File: src/hw/bus_if_regs.svh
// Widths and reset constants for the dual external bus block.
// Included by the bus top and the bench; definitions only.
`ifndef BUS_IF_REGS_SVH
`define BUS_IF_REGS_SVH

// Primary port widths
`define PRI_DATA_W 32
`define PRI_ADDR_W 24

// Expansion port widths
`define EXP_DATA_W 32
`define EXP_ADDR_W 13

// Core start address after reset; plain default, not a known part value
`define RESET_VECTOR_VAL 24'h000000

`endif

File: src/hw/bus_if_pkg.sv
// Types shared by the access engine and the bus top.
// Assumes nothing beyond a SystemVerilog compiler.
package bus_if_pkg;

	typedef enum logic [1:0]
	{
		ACC_IDLE = 2'b01,
		ACC_ACTIVE = 2'b10
	} access_state_t;

	typedef enum logic [1:0]
	{
		BUS_OWNED = 2'b01,
		BUS_RELEASED = 2'b10
	} release_state_t;

endpackage

File: src/hw/access_engine.sv
// One strobed external access sequencer with ready wait.
// Assumes ready is synchronous to ref_clk and float is a next-cycle value.
`timescale 1ns/1ps

module access_engine #(
	parameter int DATA_W = 32,
	parameter int ADDR_W = 24
) (
	// Clock and reset
	input wire logic ref_clk,
	input wire logic rst,
	// Core side
	input wire logic start,
	input wire logic write,
	input wire logic io_space,
	input wire logic [ADDR_W-1:0] addr_in,
	input wire logic [DATA_W-1:0] wdata,
	output logic busy_q,
	output logic done_q,
	output logic [DATA_W-1:0] rdata_q,
	// Float control from the top
	input wire logic float_bus,
	input wire logic float_strobe,
	// Pin side
	output logic [ADDR_W-1:0] addr_q,
	output logic addr_oe_q,
	output logic read_not_write_q,
	output logic mem_strobe_n_q,
	output logic io_strobe_n_q,
	output logic strobe_oe_q,
	output logic [DATA_W-1:0] data_out_q,
	output logic data_oe_q,
	input wire logic [DATA_W-1:0] data_in,
	input wire logic ready_n
);

	bus_if_pkg::access_state_t state_q;
	logic write_q;

	wire idle = (state_q == bus_if_pkg::ACC_IDLE);
	wire take = idle && start && !float_bus;
	// A floated bus ends the access so the core never hangs
	wire finish = !idle && (!ready_n || float_bus);
	wire drive_d = take ? write : (finish ? 1'b0 : (write_q && !idle));

	always_ff @(posedge ref_clk)
	begin
		if (rst)
		begin
			state_q <= bus_if_pkg::ACC_IDLE;
			write_q <= 1'b0;
			busy_q <= 1'b0;
			done_q <= 1'b0;
			rdata_q <= '0;
			addr_q <= '0;
			read_not_write_q <= 1'b1;
			mem_strobe_n_q <= 1'b1;
			io_strobe_n_q <= 1'b1;
			data_out_q <= '0;
		end
		else
		begin
			done_q <= finish;
			if (take)
			begin
				state_q <= bus_if_pkg::ACC_ACTIVE;
				busy_q <= 1'b1;
				write_q <= write;
				addr_q <= addr_in;
				read_not_write_q <= !write;
				data_out_q <= wdata;
				mem_strobe_n_q <= io_space;
				io_strobe_n_q <= !io_space;
			end
			else if (finish)
			begin
				state_q <= bus_if_pkg::ACC_IDLE;
				busy_q <= 1'b0;
				if (!write_q && !ready_n)
					rdata_q <= data_in;
				read_not_write_q <= 1'b1;
				mem_strobe_n_q <= 1'b1;
				io_strobe_n_q <= 1'b1;
			end
		end
	end

	// Enables track the float request one edge later
	always_ff @(posedge ref_clk)
	begin
		if (rst)
		begin
			addr_oe_q <= 1'b0;
			data_oe_q <= 1'b0;
		end
		else
		begin
			addr_oe_q <= !float_bus;
			data_oe_q <= !float_bus && drive_d;
		end
	end

	// strobes driven through reset
	// Reset does not float the strobes, so the far side sees them high
	always_ff @(posedge ref_clk)
	begin
		strobe_oe_q <= !float_strobe;
	end

	property p_strobe_wait;
		@(posedge ref_clk) disable iff (rst)
		(!mem_strobe_n_q && ready_n && !float_bus) |=> !mem_strobe_n_q;
	endproperty
	a_strobe_wait: assert property (p_strobe_wait) else $error("strobe dropped before ready");

	property p_one_strobe;
		@(posedge ref_clk) disable iff (rst)
		!(!mem_strobe_n_q && !io_strobe_n_q);
	endproperty
	a_one_strobe: assert property (p_one_strobe) else $error("memory and io strobes both low");

	// data driven only for a live write
	property p_write_drive;
		@(posedge ref_clk) disable iff (rst)
		data_oe_q |-> (!read_not_write_q && (!mem_strobe_n_q || !io_strobe_n_q));
	endproperty
	a_write_drive: assert property (p_write_drive) else $error("data driven outside a write");

endmodule

File: src/hw/dual_bus_if.sv
// Primary and expansion external bus logic with bus release handshake.
// Assumes all pin inputs are synchronous to ref_clk; tri-state resolved outside.
`timescale 1ns/1ps
`include "bus_if_regs.svh"

module dual_bus_if #(
	parameter logic [`PRI_ADDR_W-1:0] RESET_VECTOR = `RESET_VECTOR_VAL
) (
	// Clock and reset
	input wire logic ref_clk,
	input wire logic rst,
	// Core run state
	output logic core_run_q,
	output logic [`PRI_ADDR_W-1:0] core_start_addr_q,
	// Core primary requests
	input wire logic pri_req,
	input wire logic pri_write,
	input wire logic [`PRI_ADDR_W-1:0] pri_addr,
	input wire logic [`PRI_DATA_W-1:0] pri_wdata,
	output logic pri_busy,
	output logic pri_done,
	output logic [`PRI_DATA_W-1:0] pri_rdata,
	// Core expansion requests
	input wire logic exp_req,
	input wire logic exp_write,
	input wire logic exp_io,
	input wire logic [`EXP_ADDR_W-1:0] exp_addr,
	input wire logic [`EXP_DATA_W-1:0] exp_wdata,
	output logic exp_busy,
	output logic exp_done,
	output logic [`EXP_DATA_W-1:0] exp_rdata,
	// Control inputs
	input wire logic shutdown_float,
	input wire logic release_disable_bit,
	// Primary pins
	output logic [`PRI_ADDR_W-1:0] primary_address_bus,
	output logic primary_address_oe,
	output logic primary_read_not_write,
	output logic primary_access_strobe_n,
	output logic primary_strobe_oe,
	output logic [`PRI_DATA_W-1:0] primary_data_bus_out,
	output logic primary_data_bus_oe,
	input wire logic [`PRI_DATA_W-1:0] primary_data_bus_in,
	input wire logic primary_ready_n,
	// Release handshake pins
	input wire logic bus_release_req_n,
	output logic bus_release_ack_n,
	output logic bus_release_ack_oe,
	// Expansion pins
	output logic [`EXP_ADDR_W-1:0] expansion_address_bus,
	output logic expansion_address_oe,
	output logic expansion_read_not_write,
	output logic expansion_memory_strobe_n,
	output logic expansion_io_strobe_n,
	output logic expansion_strobe_oe,
	output logic [`EXP_DATA_W-1:0] expansion_data_bus_out,
	output logic expansion_data_bus_oe,
	input wire logic [`EXP_DATA_W-1:0] expansion_data_bus_in,
	input wire logic expansion_ready_in_n
);

	bus_if_pkg::release_state_t rel_q;

	wire hold_want = !bus_release_req_n && !release_disable_bit;
	// Grant only between accesses; an open access finishes first
	wire released_d = hold_want && ((rel_q == bus_if_pkg::BUS_RELEASED) || !pri_busy);
	wire pri_float = shutdown_float || released_d || rst;
	wire pri_strobe_float = shutdown_float || released_d;
	wire exp_float = shutdown_float || rst;

	// request high or disable gives high
	always_ff @(posedge ref_clk)
	begin
		if (rst)
		begin
			rel_q <= bus_if_pkg::BUS_OWNED;
			bus_release_ack_n <= 1'b1;
		end
		else
		begin
			rel_q <= released_d ? bus_if_pkg::BUS_RELEASED : bus_if_pkg::BUS_OWNED;
			bus_release_ack_n <= !released_d;
		end
	end

	always_ff @(posedge ref_clk)
	begin
		bus_release_ack_oe <= !shutdown_float;
	end

	// core starts at vector after reset
	always_ff @(posedge ref_clk)
	begin
		if (rst)
		begin
			core_run_q <= 1'b0;
			core_start_addr_q <= '0;
		end
		else
		begin
			core_run_q <= 1'b1;
			core_start_addr_q <= RESET_VECTOR;
		end
	end

	access_engine #(
		.DATA_W(`PRI_DATA_W),
		.ADDR_W(`PRI_ADDR_W)
	) u_primary (
		.ref_clk(ref_clk),
		.rst(rst),
		.start(pri_req),
		.write(pri_write),
		.io_space(1'b0),
		.addr_in(pri_addr),
		.wdata(pri_wdata),
		.busy_q(pri_busy),
		.done_q(pri_done),
		.rdata_q(pri_rdata),
		.float_bus(pri_float),
		.float_strobe(pri_strobe_float),
		.addr_q(primary_address_bus),
		.addr_oe_q(primary_address_oe),
		.read_not_write_q(primary_read_not_write),
		.mem_strobe_n_q(primary_access_strobe_n),
		.io_strobe_n_q(),
		.strobe_oe_q(primary_strobe_oe),
		.data_out_q(primary_data_bus_out),
		.data_oe_q(primary_data_bus_oe),
		.data_in(primary_data_bus_in),
		.ready_n(primary_ready_n)
	);

	access_engine #(
		.DATA_W(`EXP_DATA_W),
		.ADDR_W(`EXP_ADDR_W)
	) u_expansion (
		.ref_clk(ref_clk),
		.rst(rst),
		.start(exp_req),
		.write(exp_write),
		.io_space(exp_io),
		.addr_in(exp_addr),
		.wdata(exp_wdata),
		.busy_q(exp_busy),
		.done_q(exp_done),
		.rdata_q(exp_rdata),
		.float_bus(exp_float),
		.float_strobe(shutdown_float),
		.addr_q(expansion_address_bus),
		.addr_oe_q(expansion_address_oe),
		.read_not_write_q(expansion_read_not_write),
		.mem_strobe_n_q(expansion_memory_strobe_n),
		.io_strobe_n_q(expansion_io_strobe_n),
		.strobe_oe_q(expansion_strobe_oe),
		.data_out_q(expansion_data_bus_out),
		.data_oe_q(expansion_data_bus_oe),
		.data_in(expansion_data_bus_in),
		.ready_n(expansion_ready_in_n)
	);

	property p_ack_floated;
		@(posedge ref_clk) disable iff (rst)
		!bus_release_ack_n |-> (!primary_address_oe && !primary_data_bus_oe && !primary_strobe_oe);
	endproperty
	a_ack_floated: assert property (p_ack_floated) else $error("ack low while primary bus driven");

	property p_ack_high;
		@(posedge ref_clk) disable iff (rst)
		(bus_release_req_n || release_disable_bit) |=> bus_release_ack_n;
	endproperty
	a_ack_high: assert property (p_ack_high) else $error("ack low without active request");

	property p_grant_idle;
		@(posedge ref_clk) disable iff (rst)
		(!bus_release_req_n && !release_disable_bit && !pri_busy) |=> (!bus_release_ack_n && !pri_busy);
	endproperty
	a_grant_idle: assert property (p_grant_idle) else $error("idle bus not released");

	property p_strobe_quiet;
		@(posedge ref_clk) disable iff (rst)
		!bus_release_ack_n |-> primary_access_strobe_n;
	endproperty
	a_strobe_quiet: assert property (p_strobe_quiet) else $error("strobe low while released");

	property p_shutdown_float;
		@(posedge ref_clk) disable iff (rst)
		shutdown_float |=> (!primary_address_oe && !expansion_address_oe && !expansion_strobe_oe
			&& !bus_release_ack_oe);
	endproperty
	a_shutdown_float: assert property (p_shutdown_float) else $error("pins driven under shutdown");

	property p_pri_rw_steady;
		@(posedge ref_clk) disable iff (rst)
		(!primary_access_strobe_n && !$fell(primary_access_strobe_n)) |-> $stable(primary_read_not_write);
	endproperty
	a_pri_rw_steady: assert property (p_pri_rw_steady) else $error("primary read/write moved mid access");

	property p_exp_ready;
		@(posedge ref_clk) disable iff (rst || shutdown_float)
		$rose(exp_done) |-> !$past(expansion_ready_in_n);
	endproperty
	a_exp_ready: assert property (p_exp_ready) else $error("expansion done without ready");

	// run rises one edge after release
	property p_run_start;
		@(posedge ref_clk) disable iff (rst)
		$fell(rst) |-> (!core_run_q ##1 (core_run_q && core_start_addr_q == RESET_VECTOR));
	endproperty
	a_run_start: assert property (p_run_start) else $error("core did not start at vector");

	property p_exp_rw;
		@(posedge ref_clk) disable iff (rst)
		(exp_req && exp_write && !exp_busy && !shutdown_float) |=>
			(!expansion_read_not_write && (expansion_memory_strobe_n == $past(exp_io)));
	endproperty
	a_exp_rw: assert property (p_exp_rw) else $error("expansion write not framed");

endmodule

File: config.mk
export PLATFORM = sky130hd
export DESIGN_NAME = dual_bus_if
export DESIGN_NICKNAME = d
export VERILOG_FILES = /design/src/hw/bus_if_pkg.sv /design/src/hw/access_engine.sv /design/src/hw/dual_bus_if.sv
export VERILOG_INCLUDE_DIRS = /design/src /design/src/hw
export SDC_FILE = /design/constraint.sdc
export NUM_CORES = 1
export LEC_CHECK = 0
export BUFFER_PORTS_ARGS = -buffer_cell sky130_fd_sc_hd__buf_4
export CAP_MARGIN = 40
export CORE_MARGIN = 10
export CORE_UTILIZATION = 40
export CTS_CLUSTER_DIAMETER = 100
export DETAILED_ROUTE_END_ITERATION = 8
export PLACE_DENSITY = 0.85
export SYNTH_ARGS = -nofsm -noshare
export SYNTH_HDL_FRONTEND = slang
export SYNTH_SLANG_ARGS = --single-unit
File: constraint.sdc
create_clock -name ref_clk -period 3.5 [get_ports ref_clk]
set_input_delay 0.7 -clock ref_clk [delete_from_list [all_inputs] [get_ports ref_clk]]
set_output_delay 0.7 -clock ref_clk [all_outputs]
set_load 0.02 [all_outputs]
; After elaboration in Yosys (flattened, before gate mapping)
; Index checks and enable logic that the tools add are counted.
[word_totals]
inputBits = 177
reg_bits = 190
elab_cells = 95
[classes]
n_bitwise = 2
reduce_logical = 41
mux = 21
eq_ne = 3
[ops]
columns = op, n
row1 = logical NOT 1 bit, 17
row2 = two-way mux 1 bit, 16
row3 = logical AND 1 bit, 14
row4 = two-way mux 2 bit, 5
row5 = logical OR 1 bit, 6
row6 = AND reduction 3 bit, 2
row7 = == test 2 x 1 -> 1 bit (second input constant), 2
row8 = nonzero test 2 bit, 2
row9 = == test 2 bit (second input constant), 1
row10 = inverter 1 bit, 2

; Logic depth before layout (Yosys ltp)
; Gate-level depths: netlist (run 1).
[depth]
ltp_word = 10
mapped_depth = 7

; By module
; A second synthesis (run 1) with hierarchy kept.
[hier_totals]
hier_cells = 844
area_unflattened_um2 = 7260.7
[modules_own_cells]
columns = mod, cells_each, seq_area_each_um2, n_inst, area_per_inst_um2
row1 = access_engine at u_primary, 427, 1961.9, 1, 3829.9
row2 = access_engine at u_expansion, 379, 1741.7, 1, 3099.2
row3 = dual_bus_if, 38, 80.1, 1, 331.6

; Worst setup path before layout (run 1)
; No wires, ideal clock.
[synth_path]
kind = input to register
start = input shutdown_float
end = register u_expansion.read_not_write_q
n_path_buf = 1
setup_time_ns = 0.114
stages = 5
slack_ns = 1.879
arrival_ns = 1.507
path_cell_list = nor2_4 -> and3_1 -> buf_2 -> or3_1 -> a21o_1
[synth_between]
elab_chain_len = 4
elab_cells_between_ends = 7
[synth_rtl]
columns = item, line
row1 = from (decl), dual_bus_if.sv:33  ; input wire logic shutdown_float,
row2 = logical OR 1 bit *, dual_bus_if.sv:69  ; wire exp_float = shutdown_float || rst;
row3 = logical NOT 1 bit or logical OR 1 bit (tied branches), "access_engine.sv:41, access_engine.sv:43"
row4 = logical AND 1 bit (on tied branches), "access_engine.sv:41, access_engine.sv:43"
row5 = two-way mux 1 bit or nonzero test 2 bit (tied branches), -
row6 = to (signal assigned), access_engine.sv:70  ; read_not_write_q <= !write;
row7 = to (decl), access_engine.sv:27  ; output logic read_not_write_q,
; Mark *: on every way between the ends. The rest lies on a longest branch, timed or not.
; A chain may end at the register's enable or synchronous reset.

; Worst setup path after layout (run 1)
[layout_path]
start = register u_primary.state_q[0]
end = register u_primary.data_out_q[25]
[layout_between]
elab_chain_len = 3
[layout_rtl]
columns = item, line
row1 = from (decl), access_engine.sv:37  ; bus_if_pkg::access_state_t state_q;
row2 = from (signal assigned), access_engine.sv:50  ; state_q <= bus_if_pkg::ACC_IDLE;
row3 = from (signal assigned), access_engine.sv:66  ; state_q <= bus_if_pkg::ACC_ACTIVE;
row4 = from (signal assigned), access_engine.sv:77  ; state_q <= bus_if_pkg::ACC_IDLE;
row5 = == test 2 x 1 -> 1 bit, access_engine.sv:40  ; wire idle = (state_q == bus_if_pkg::ACC_IDLE);
row6 = logical AND 1 bit (2 in series), access_engine.sv:41  ; wire take = idle && start && !float_bus;
row7 = to (signal assigned), access_engine.sv:71  ; data_out_q <= wdata;
row8 = to (decl), access_engine.sv:31  ; output logic [DATA_W-1:0] data_out_q,
; No other way between the ends.

==> impl_metrics.env, run 1 <==
export IMPL_status="completed"
export IMPL_cts_buffer_depth=2
export IMPL_grt_pass1_wl_um=35300
export IMPL_fin_crit_ns=2.12
export IMPL_grt_max_degree=80
export IMPL_synth_distinct_cells=28
export IMPL_setup_viol=0
export IMPL_tns_ns=0
export IMPL_cts_resized=0
export IMPL_p_leak_uw=0.00456
export IMPL_hold_start="u_expansion.data_out_q[7]$_SDFFE_PP0P_"
export IMPL_fin_worst_skew_ns=0.0171
export IMPL_r2r_start="u_primary.state_q[0]$_SDFFE_PP1P_"
export IMPL_fin_hold_ws_ns=0.454
export IMPL_fin_crit_sh_pct=60.6
export IMPL_pwr_density_cell_nw_per_um2=485
export IMPL_end_kind="flip-flop"
export IMPL_antenna_found_initial=0
export IMPL_slew_limit_headroom_pct=45.3
export IMPL_cp_max_fo=33
export IMPL_nets=1326
export IMPL_ctsRootBufferMaster="clkbuf_16"
export IMPL_worstHoldPathType="reg -> reg"
export IMPL_drc=0
export IMPL_finalHoldViolations=0
export IMPL_coreArea_um2=16000
export IMPL_drtPass1Iterations=4
export IMPL_drive_above_1_share_pct=35.2
export IMPL_drt_total_wl_um=23500
export IMPL_io_pin_count=384
export IMPL_num_rows=46
export IMPL_timing_fmax_mhz=472
export IMPL_maxCapViolations=0
export IMPL_rsz0062_at_grt="false"
export IMPL_synth_top_area_share_pct=56.8
export IMPL_htreeDepth=4
export IMPL_die_w_um=148
export IMPL_ys_ff_latch=186
export IMPL_grt_pass1_vias=6455
export IMPL_worstPathCellList="nor2b_1, o2111a_2, buf_4, nand2_1, a21oi_1"
export IMPL_critPathRequiredTime_ns=3.84
export IMPL_viasPerCell=4.72
export IMPL_crit_path_start="u_primary.state_q[0]$_SDFFE_PP1P_"
export IMPL_io_buffers=359
export IMPL_yosys_area_top_type="dfxtp_1"
export IMPL_fp_dieH_um=148
export IMPL_cts_tree="yes"
export IMPL_finalPower_uw=4810
export IMPL_ys_flop_type="dfxtp_1"
export IMPL_yosys_warnings=0
export IMPL_dieArea_um2=21900
export IMPL_grtUsageTotal_pct=20.2
export IMPL_critPathSlowestCell="o2111a_2"
export IMPL_worst_pin_slew_ns=0.819
export IMPL_crit_path_start_kind="flip-flop"
export IMPL_final_common_cell="buf_4"
export IMPL_drt_iter0_markers=247
export IMPL_via_count=6499
export IMPL_syn_avg_cell_area_um2=8.02
export IMPL_critical_path_arrival_ns=2.46
export IMPL_post_cts_buffers=0
export IMPL_routabilityCongestion=0.835
export IMPL_cts_sinks=186
export IMPL_postSynth_asyncResetShare_pct=0
export IMPL_layout_common_cells="368 x buf_4, 337 x nand2_1, 186 x dfxtp_1"
export IMPL_maxSlewViolCount=0
export IMPL_critPathMaxStageDelay_ns=0.71
export IMPL_syn_to_final_growth_pct=51.2
export IMPL_num_antenna_cells=0
export IMPL_netlist_area_um2=6560
export IMPL_clkTransAtPathRegs_ns=0.07
export IMPL_postCtsHoldBufs=0
export IMPL_avgRoutedWirePerCell_um=17.0
export IMPL_hpwlAfterDp_um=18300
export IMPL_cts_buffers=17
export IMPL_synth_area_leaders="dfxtp_1 57%, nand2_1 19%, a21oi_1 9.4%"
export IMPL_setup_worst_path_class="reg -> reg"
export IMPL_synth_edff_count=0
export IMPL_insertion_delay_ns=0.42
export IMPL_max_vdd_ir_drop_uv=319
export IMPL_netlist_instances=817
export IMPL_ant_nets=0
export IMPL_initial_core_util_pct=41.0
export IMPL_overflow=0
export IMPL_ys_seq_area_share_pct=56.8
## kinds of logic (layout without fill, tap and decap cells)
| kind of cell | after synthesis | after routing | share of synthesized area (%) |
|---|---|---|---|
| AO/OA/AOI/OAI | 134 | 134 | 10.6 |
| buffers and inverters | 86 | 407 | 7.27 |
| flip-flops | 186 | 186 | 56.8 |
| other | 1 | 24 | 0.0572 |
| AND/OR/NAND/NOR | 410 | 410 | 25.2 |
## Yosys cell counts (all sizes together) (3+ instances only)
library cell,n
nand2,337
dfxtp,186
clkbuf,29
o21ai,3
a21oi,123
and2,3
nor3,7
nor2,8
buf,53
nand3,47
inv,4
or3,3
## worst paths after layout
check,to,slack (ns),depth (start not counted)
hold / removal,u_expansion.data_out_q[7]$_SDFFE_PP0P_,0.45,2
setup reg to reg,u_primary.data_out_q[25]$_SDFFE_PP0P_,1.38,5
setup / recovery,u_primary.data_out_q[25]$_SDFFE_PP0P_,1.38,5
hold reg to reg,u_expansion.data_out_q[7]$_SDFFE_PP0P_,0.45,2
## per-stage QoR
| step | std cells | setup slack, ns | area [µm²] | util (%) |
|---|---|---|---|---|
| final | 1377 | 1.38 | 9910 | 62.0 |
| after global routing | 1377 | 1.13 | 9910 | 62.0 |
| after CTS | 1377 | 1.35 | 9910 | 62.0 |
| after detailed placement | 1346 | 1.05 | 9320 | 58.2 |
| after global placement | 1342 | 1.06 | 9250 | 57.8 |
| after floorplan | 840 | 1.88 | 6640 | - |
## power by group
part | switching, µW | internal (µW) | total [µW]
sequential | 44.9 | 2200 | 2250
clock | 833 | 1100 | 1930
combinational | 349 | 285 | 634
## critical path: cells and delay by family, from the launching register on
kind	cells	cell delay, ns
and+or+nand+nor	2	0.52
DFF	1	0.36
buffers and inverters	1	0.32
AOI/OAI and AO/OA	2	0.84
## layout make-up
cell class / count / area [µm²]
clock buffers: 20 / 457
inverters: 4 / 15.0
fillers: 1333 / 6090
clock inverters: 11 / 136
flip-flops and latches: 186 / 3720
well taps: 216 / 270
repair buffers: 372 / 2840
multi-input cells: 568 / 2470
## state kept, by name (all words and copies together) (netlist names), 2 cells and up
name / flops
u_expansion.rdata_q: 32
u_primary.data_out_q: 32
u_expansion.data_out_q: 32
u_primary.state_q: 2
u_expansion.addr_q: 13
u_primary.rdata_q: 32
u_primary.addr_q: 24
## per-layer routing
layer	GRT usage, %	share of wire (%)	vias to the layer above
li1	-	-	3229
met1	20.5	36	2929
met2	33.9	49	300
met3	10.7	12	41
met4	8.77	3.3	0
met5	0	0	-
No activity file was read; power rests on OpenSTA's default activity.
==> run 2: changes to the inputs <==
- ABC_AREA: unset -> 1
- CORE_ASPECT_RATIO: unset -> 1.1
- clock period: 3.5 -> 2.15 ns (I/O delays scaled with it)
==> impl_metrics.env, run 2 <==
export IMPL_crit_path_start_kind="flip-flop"
export IMPL_synth_most_common_cell="dfxtp_1"
export IMPL_rsz0062_at_grt="false"
export IMPL_synth_edff_count=0
export IMPL_cts_buffer_depth=2
export IMPL_ys_ff_latch=186
export IMPL_finalHoldViolations=0
export IMPL_dieArea_um2=22100
export IMPL_insertion_delay_ns=0.42
export IMPL_grt_pass1_wl_um=35100
export IMPL_postPlaceCellArea_um2=9370
export IMPL_slew_limit_headroom_pct=58.6
export IMPL_path_delay_family="simple AND/OR/NAND/NOR gates"
export IMPL_final_common_cell="buf_4"
export IMPL_timing_fmax_mhz=645
export IMPL_hpwlAfterDp_um=17800
export IMPL_synth_top_area_share_pct=56.2
export IMPL_avgRoutedWirePerCell_um=16.8
export IMPL_fp_dieH_um=155
export IMPL_yosys_area_top_type="dfxtp_1"
export IMPL_synth_distinct_cells=18
export IMPL_cp_max_fo=36
export IMPL_ctsRootBufferMaster="clkbuf_16"
export IMPL_layout_common_cells="370 x buf_4, 186 x dfxtp_1, 167 x nand2_1"
export IMPL_netlist_instances=828
export IMPL_grtUsageTotal_pct=19.8
export IMPL_ys_flop_type="dfxtp_1"
export IMPL_setup_viol=0
export IMPL_coreArea_um2=16300
export IMPL_grt_max_degree=79
export IMPL_grt_pass1_vias=6463
export IMPL_pwr_density_cell_nw_per_um2=919
export IMPL_instances_no_fill=1377
export IMPL_initial_core_util_pct=40.6
export IMPL_cp_num_buf_inv=1
export IMPL_r2r_start="u_primary.state_q[0]$_SDFFE_PP1P_"
export IMPL_cts_sinks=186
export IMPL_via_count=6620
export IMPL_status="completed"
export IMPL_drt_total_wl_um=23100
export IMPL_final_area_um2=10000
export IMPL_critPathSlowestCell="dfxtp_1"
export IMPL_ys_seq_area_share_pct=56.2
export IMPL_critPathRequiredTime_ns=2.44
export IMPL_drive_above_1_share_pct=35.0
export IMPL_cts_tree="yes"
export IMPL_post_cts_buffers=0
export IMPL_ant_nets=0
export IMPL_maxCapViolations=0
export IMPL_worstHoldPathType="in -> reg"
export IMPL_hold_start="exp_wdata[3]"
export IMPL_postSynth_asyncResetShare_pct=0
export IMPL_io_buffers=359
export IMPL_tns_ns=0
export IMPL_maxSlewViolCount=0
export IMPL_worst_pin_slew_ns=0.621
export IMPL_end_kind="flip-flop"
export IMPL_critPathMaxStageDelay_ns=0.42
export IMPL_fin_worst_skew_ns=0.00822
export IMPL_drtPass1Iterations=5
export IMPL_yosys_warnings=0
export IMPL_worstPathCellList="nand2_1, nor2_4, buf_4, nand3_1, nand2_1, nand3_1"
export IMPL_drt_iter0_markers=276
export IMPL_viasPerCell=4.81
export IMPL_drc=0
export IMPL_cts_buffers=17
export IMPL_fin_crit_sh_pct=72.1
export IMPL_num_rows=49
export IMPL_netlist_area_um2=6630
export IMPL_placed_cells=1345
export IMPL_routabilityCongestion=0.817
export IMPL_critical_path_arrival_ns=1.84
export IMPL_syn_to_final_growth_pct=51.2
export IMPL_fin_crit_ns=1.55
export IMPL_max_vdd_ir_drop_uv=558
export IMPL_crit_path_start="u_primary.state_q[0]$_SDFFE_PP1P_"
export IMPL_synthTopCellsByCount="186 x dfxtp_1, 167 x nand2_1, 135 x nor2_1, 109 x nand3_1, 70 x o21ai_0"
export IMPL_n_fill_cell=1419
export IMPL_clkTransAtPathRegs_ns=0.07
export IMPL_postCtsHoldBufs=0
export IMPL_p_leak_uw=0.00476
export IMPL_synth_area_leaders="dfxtp_1 56%, nand2_1 9.5%, nand3_1 8.2%"
export IMPL_htreeDepth=4
export IMPL_setup_worst_path_class="reg -> reg"
export IMPL_overflow=0
export IMPL_io_pin_count=384
export IMPL_antenna_found_initial=1
export IMPL_syn_avg_cell_area_um2=8.00
export IMPL_die_w_um=143
export IMPL_cts_resized=0
export IMPL_nets=1337
## run 2: logic make-up (layout without fill, tap and decap cells)
kind of cell / count (synthesis) / in the layout / synth area share, %
AOI/OAI and AO/OA: 130 / 130 / 10.0
buffers and inverters: 96 / 417 / 7.78
DFF: 186 / 186 / 56.2
other: 1 / 25 / 0.0566
and+or+nand+nor: 415 / 415 / 25.9
## run 2: cell type report
type | instances | area [µm²] | share of cell area [%]
tap | 204 | 255 | 2.55
antenna | 1 | 2.50 | 0.0250
timing repair buffer | 374 | 2860 | 28.5
clock buffer | 19 | 433 | 4.32
sequential | 186 | 3720 | 37.2
clock inverter | 12 | 210 | 2.10
inverter | 12 | 45.0 | 0.450
multi-input combinational | 569 | 2490 | 24.8
## run 2: per-stage QoR
stage / worst slack, ns / hold WS (ns) / utilization, % / power (µW)
5_1_grt: 0.453 / 0.184 / 61.4 / 9590
6_report: 0.600 / 0.201 / 61.4 / 9200
3_3_place_gp: 0.427 / 0.451 / 57.4 / 5830
4_1_cts: 0.605 / 0.180 / 61.4 / 9300
2_1_floorplan: 0.738 / 0.450 / - / 4980
3_5_place_dp: 0.299 / 0.456 / 57.4 / 5870
## run 2: worst register-to-register path, stage by stage, from the launching register on
cell and delay (ns):
dfxtp_1 0.42, nand2_1 0.17, nor2_4 0.15, buf_4 0.37, nand3_1 0.17, nand2_1 0.09, nand3_1 0.06
## run 2: metal layers
metal  wire, µm  GRT usage (%)  up-vias
met5          0              0        -
met1       8150           20.4     2996
li1           -              -     3300
met2      11400           33.7      290
met3       2880           9.74       34
met4        689           7.87        0
## run 2: path summary, 6_finish.rpt
path,end,slack [ns],cells past startpoint
setup reg to reg,u_primary.read_not_write_q$_SDFFE_PP1P_,0.60,6
hold / removal,u_expansion.data_out_q[3]$_SDFFE_PP0P_,0.20,3
setup / recovery,u_primary.read_not_write_q$_SDFFE_PP1P_,0.60,6
hold reg to reg,u_primary.data_out_q[18]$_SDFFE_PP0P_,0.46,2
## run 2: where the power goes
group          switching [µW]  internal [µW]
Combinational            1080            785
Sequential                157           3750
Clock                    1350           2080
==> run 3: changes to the inputs <==
- ABC_AREA: 1 -> 0
- CORE_UTILIZATION: 40 -> 39
- PLACE_DENSITY: 0.85 -> 0.87
- clock period: 2.15 -> 1.3 ns (I/O delays scaled with it)
==> impl_metrics.env, run 3 (same netlist as run 1, synthesis figures left out) <==
export IMPL_grt_max_degree=61
export IMPL_grtUsageTotal_pct=21.5
export IMPL_drive_above_1_share_pct=41.7
export IMPL_drt_iter0_markers=320
export IMPL_cts_sinks=186
export IMPL_finalHoldViolations=0
export IMPL_layout_common_cells="381 x buf_4, 307 x nand2_1, 182 x dfxtp_1"
export IMPL_end_kind="flip-flop"
export IMPL_final_area_um2=10900
export IMPL_grt_pass1_wl_um=37800
export IMPL_drtPass1Iterations=5
export IMPL_cts_buffers=17
export IMPL_final_common_cell="buf_4"
export IMPL_via_count=7057
export IMPL_die_w_um=144
export IMPL_finalPower_uw=13200
export IMPL_nets=1387
export IMPL_viasPerCell=4.95
export IMPL_clkTransAtPathRegs_ns=0.07
export IMPL_coreArea_um2=16400
export IMPL_tns_ns=-1.46
export IMPL_crit_path_start_kind="flip-flop"
export IMPL_io_pin_count=384
export IMPL_antenna_found_initial=0
export IMPL_initial_core_util_pct=39.9
export IMPL_fin_ws_ns=-0.0711
export IMPL_htreeDepth=4
export IMPL_cp_max_fo=8
export IMPL_setup_viol=56
export IMPL_maxSlewViolCount=0
export IMPL_dieArea_um2=22400
export IMPL_overflow=0
export IMPL_fin_crit_ns=1.37
export IMPL_seq_area_um2=3740
export IMPL_multiInputGateArea_um2=2720
export IMPL_n_fill_cell=1235
export IMPL_drt_total_wl_um=27000
export IMPL_insertion_delay_ns=0.42
export IMPL_critPathRequiredTime_ns=1.59
export IMPL_rsz0062_at_grt="true"
export IMPL_violations="negative setup slack"
export IMPL_grt_pass1_vias=6931
export IMPL_fin_worst_skew_ns=0.00871
export IMPL_timing_fmax_mhz=729
export IMPL_fp_dieH_um=156
export IMPL_cts_tree="yes"
export IMPL_cts_buffer_depth=2
export IMPL_max_vdd_ir_drop_uv=771
export IMPL_maxCapViolations=0
export IMPL_num_antenna_cells=0
export IMPL_ant_nets=0
export IMPL_hpwlAfterDp_um=18700
export IMPL_status="complete, but fails checks"
export IMPL_routabilityCongestion=0.779
export IMPL_pwr_density_cell_nw_per_um2=1210
export IMPL_syn_to_final_growth_pct=66.7
export IMPL_setup_worst_path_class="reg -> reg"
export IMPL_drc=0
export IMPL_fin_crit_sh_pct=105
export IMPL_critical_path_arrival_ns=1.66
export IMPL_worstHoldPathType="in -> reg"
export IMPL_p_leak_uw=0.00500
export IMPL_ctsRootBufferMaster="clkbuf_16"
export IMPL_postPlaceCellArea_um2=9580
export IMPL_avgRoutedWirePerCell_um=18.9
export IMPL_io_buffers=359
export IMPL_num_rows=49
[run 3: cell count changes in the layout (fill, tap and decap cells not counted), sizes merged, moves of 6 or more]
cell	previous run	this run
buf	374	404
o21ai	70	3
a21oi	59	123
nor3	0	7
inv	16	8
nor2	137	8
nand2	167	337
clkbuf	19	25
dlygate4sd3	0	23
nand3	109	47
[run 3: repair_timing]
action / 4_1_cts / 5_1_grt
gates cloned: 1 / 8
endpoints found under the setup margin: 80 / 170
buffers inserted: 3 / 3
pin swaps: 1 / 21
gates resized for setup: 7 / 79
endpoints found under the hold margin: 23 / 0
hold buffers: 23 / 0
[run 3: through the flow]
stage	worst slack [ns]	instances	utilization, %	hold slack (ns)
final	-0.0711	1427	66.5	0.0247
after global routing	-0.116	1427	66.5	0.00556
after CTS	-0.00917	1417	63.8	0.000152
after detailed placement	-0.123	1358	58.3	0.445
after global placement	-0.0682	1358	58.3	0.441
after floorplan	-0.0152	840	-	0.317
[run 3: final cells by class]
class	instances	area share [%]
Tap cell	204	2.33
Multi-Input combinational cell	568	24.9
Inverter	4	0.137
Sequential cell	186	34.2
Clock inverter	13	1.27
Clock buffer	19	4.05
Timing Repair Buffer	433	33.2
[run 3: worst paths after layout]
| path | cells past startpoint | from | endpoint | slack, ns |
|---|---|---|---|---|
| hold / removal | 3 | exp_wdata[16] | u_expansion.data_out_q[16]$_SDFFE_PP0P_ | 0.02 |
| setup / recovery | 5 | u_expansion.state_q[0]$_SDFFE_PP1P_ | u_expansion.rdata_q[0]$_SDFFE_PP0P_ | -0.07 |
| setup reg to reg | 5 | u_expansion.state_q[0]$_SDFFE_PP1P_ | u_expansion.rdata_q[0]$_SDFFE_PP0P_ | -0.07 |
| hold reg to reg | 2 | u_primary.data_out_q[14]$_SDFFE_PP0P_ | u_primary.data_out_q[14]$_SDFFE_PP0P_ | 0.45 |
[run 3: report_power, final]
part           internal, µW  total, µW  switching [µW]
registers              5920       6050             132
logic                   987       2060            1070
clock network          2750       5110            2360
total                  9660      13200            3570
[run 3: critical path: stages (launching register included)]
cell	delay (ns)
dfxtp_2	0.32
nor2b_4	0.13
or3_4	0.44
buf_12	0.18
nand2_1	0.07
a21oi_1	0.09
[run 3: metal layers]
layer | wire, µm | vias up | share of wire (%) | GRT usage [%]
met1 | 9510 | 3300 | 35 | 21.3
met5 | 0 | - | 0 | 0
li1 | - | 3353 | - | -
met4 | 637 | 0 | 2.4 | 7.25
met3 | 3010 | 45 | 11 | 10.1
met2 | 13800 | 359 | 51 | 38.5
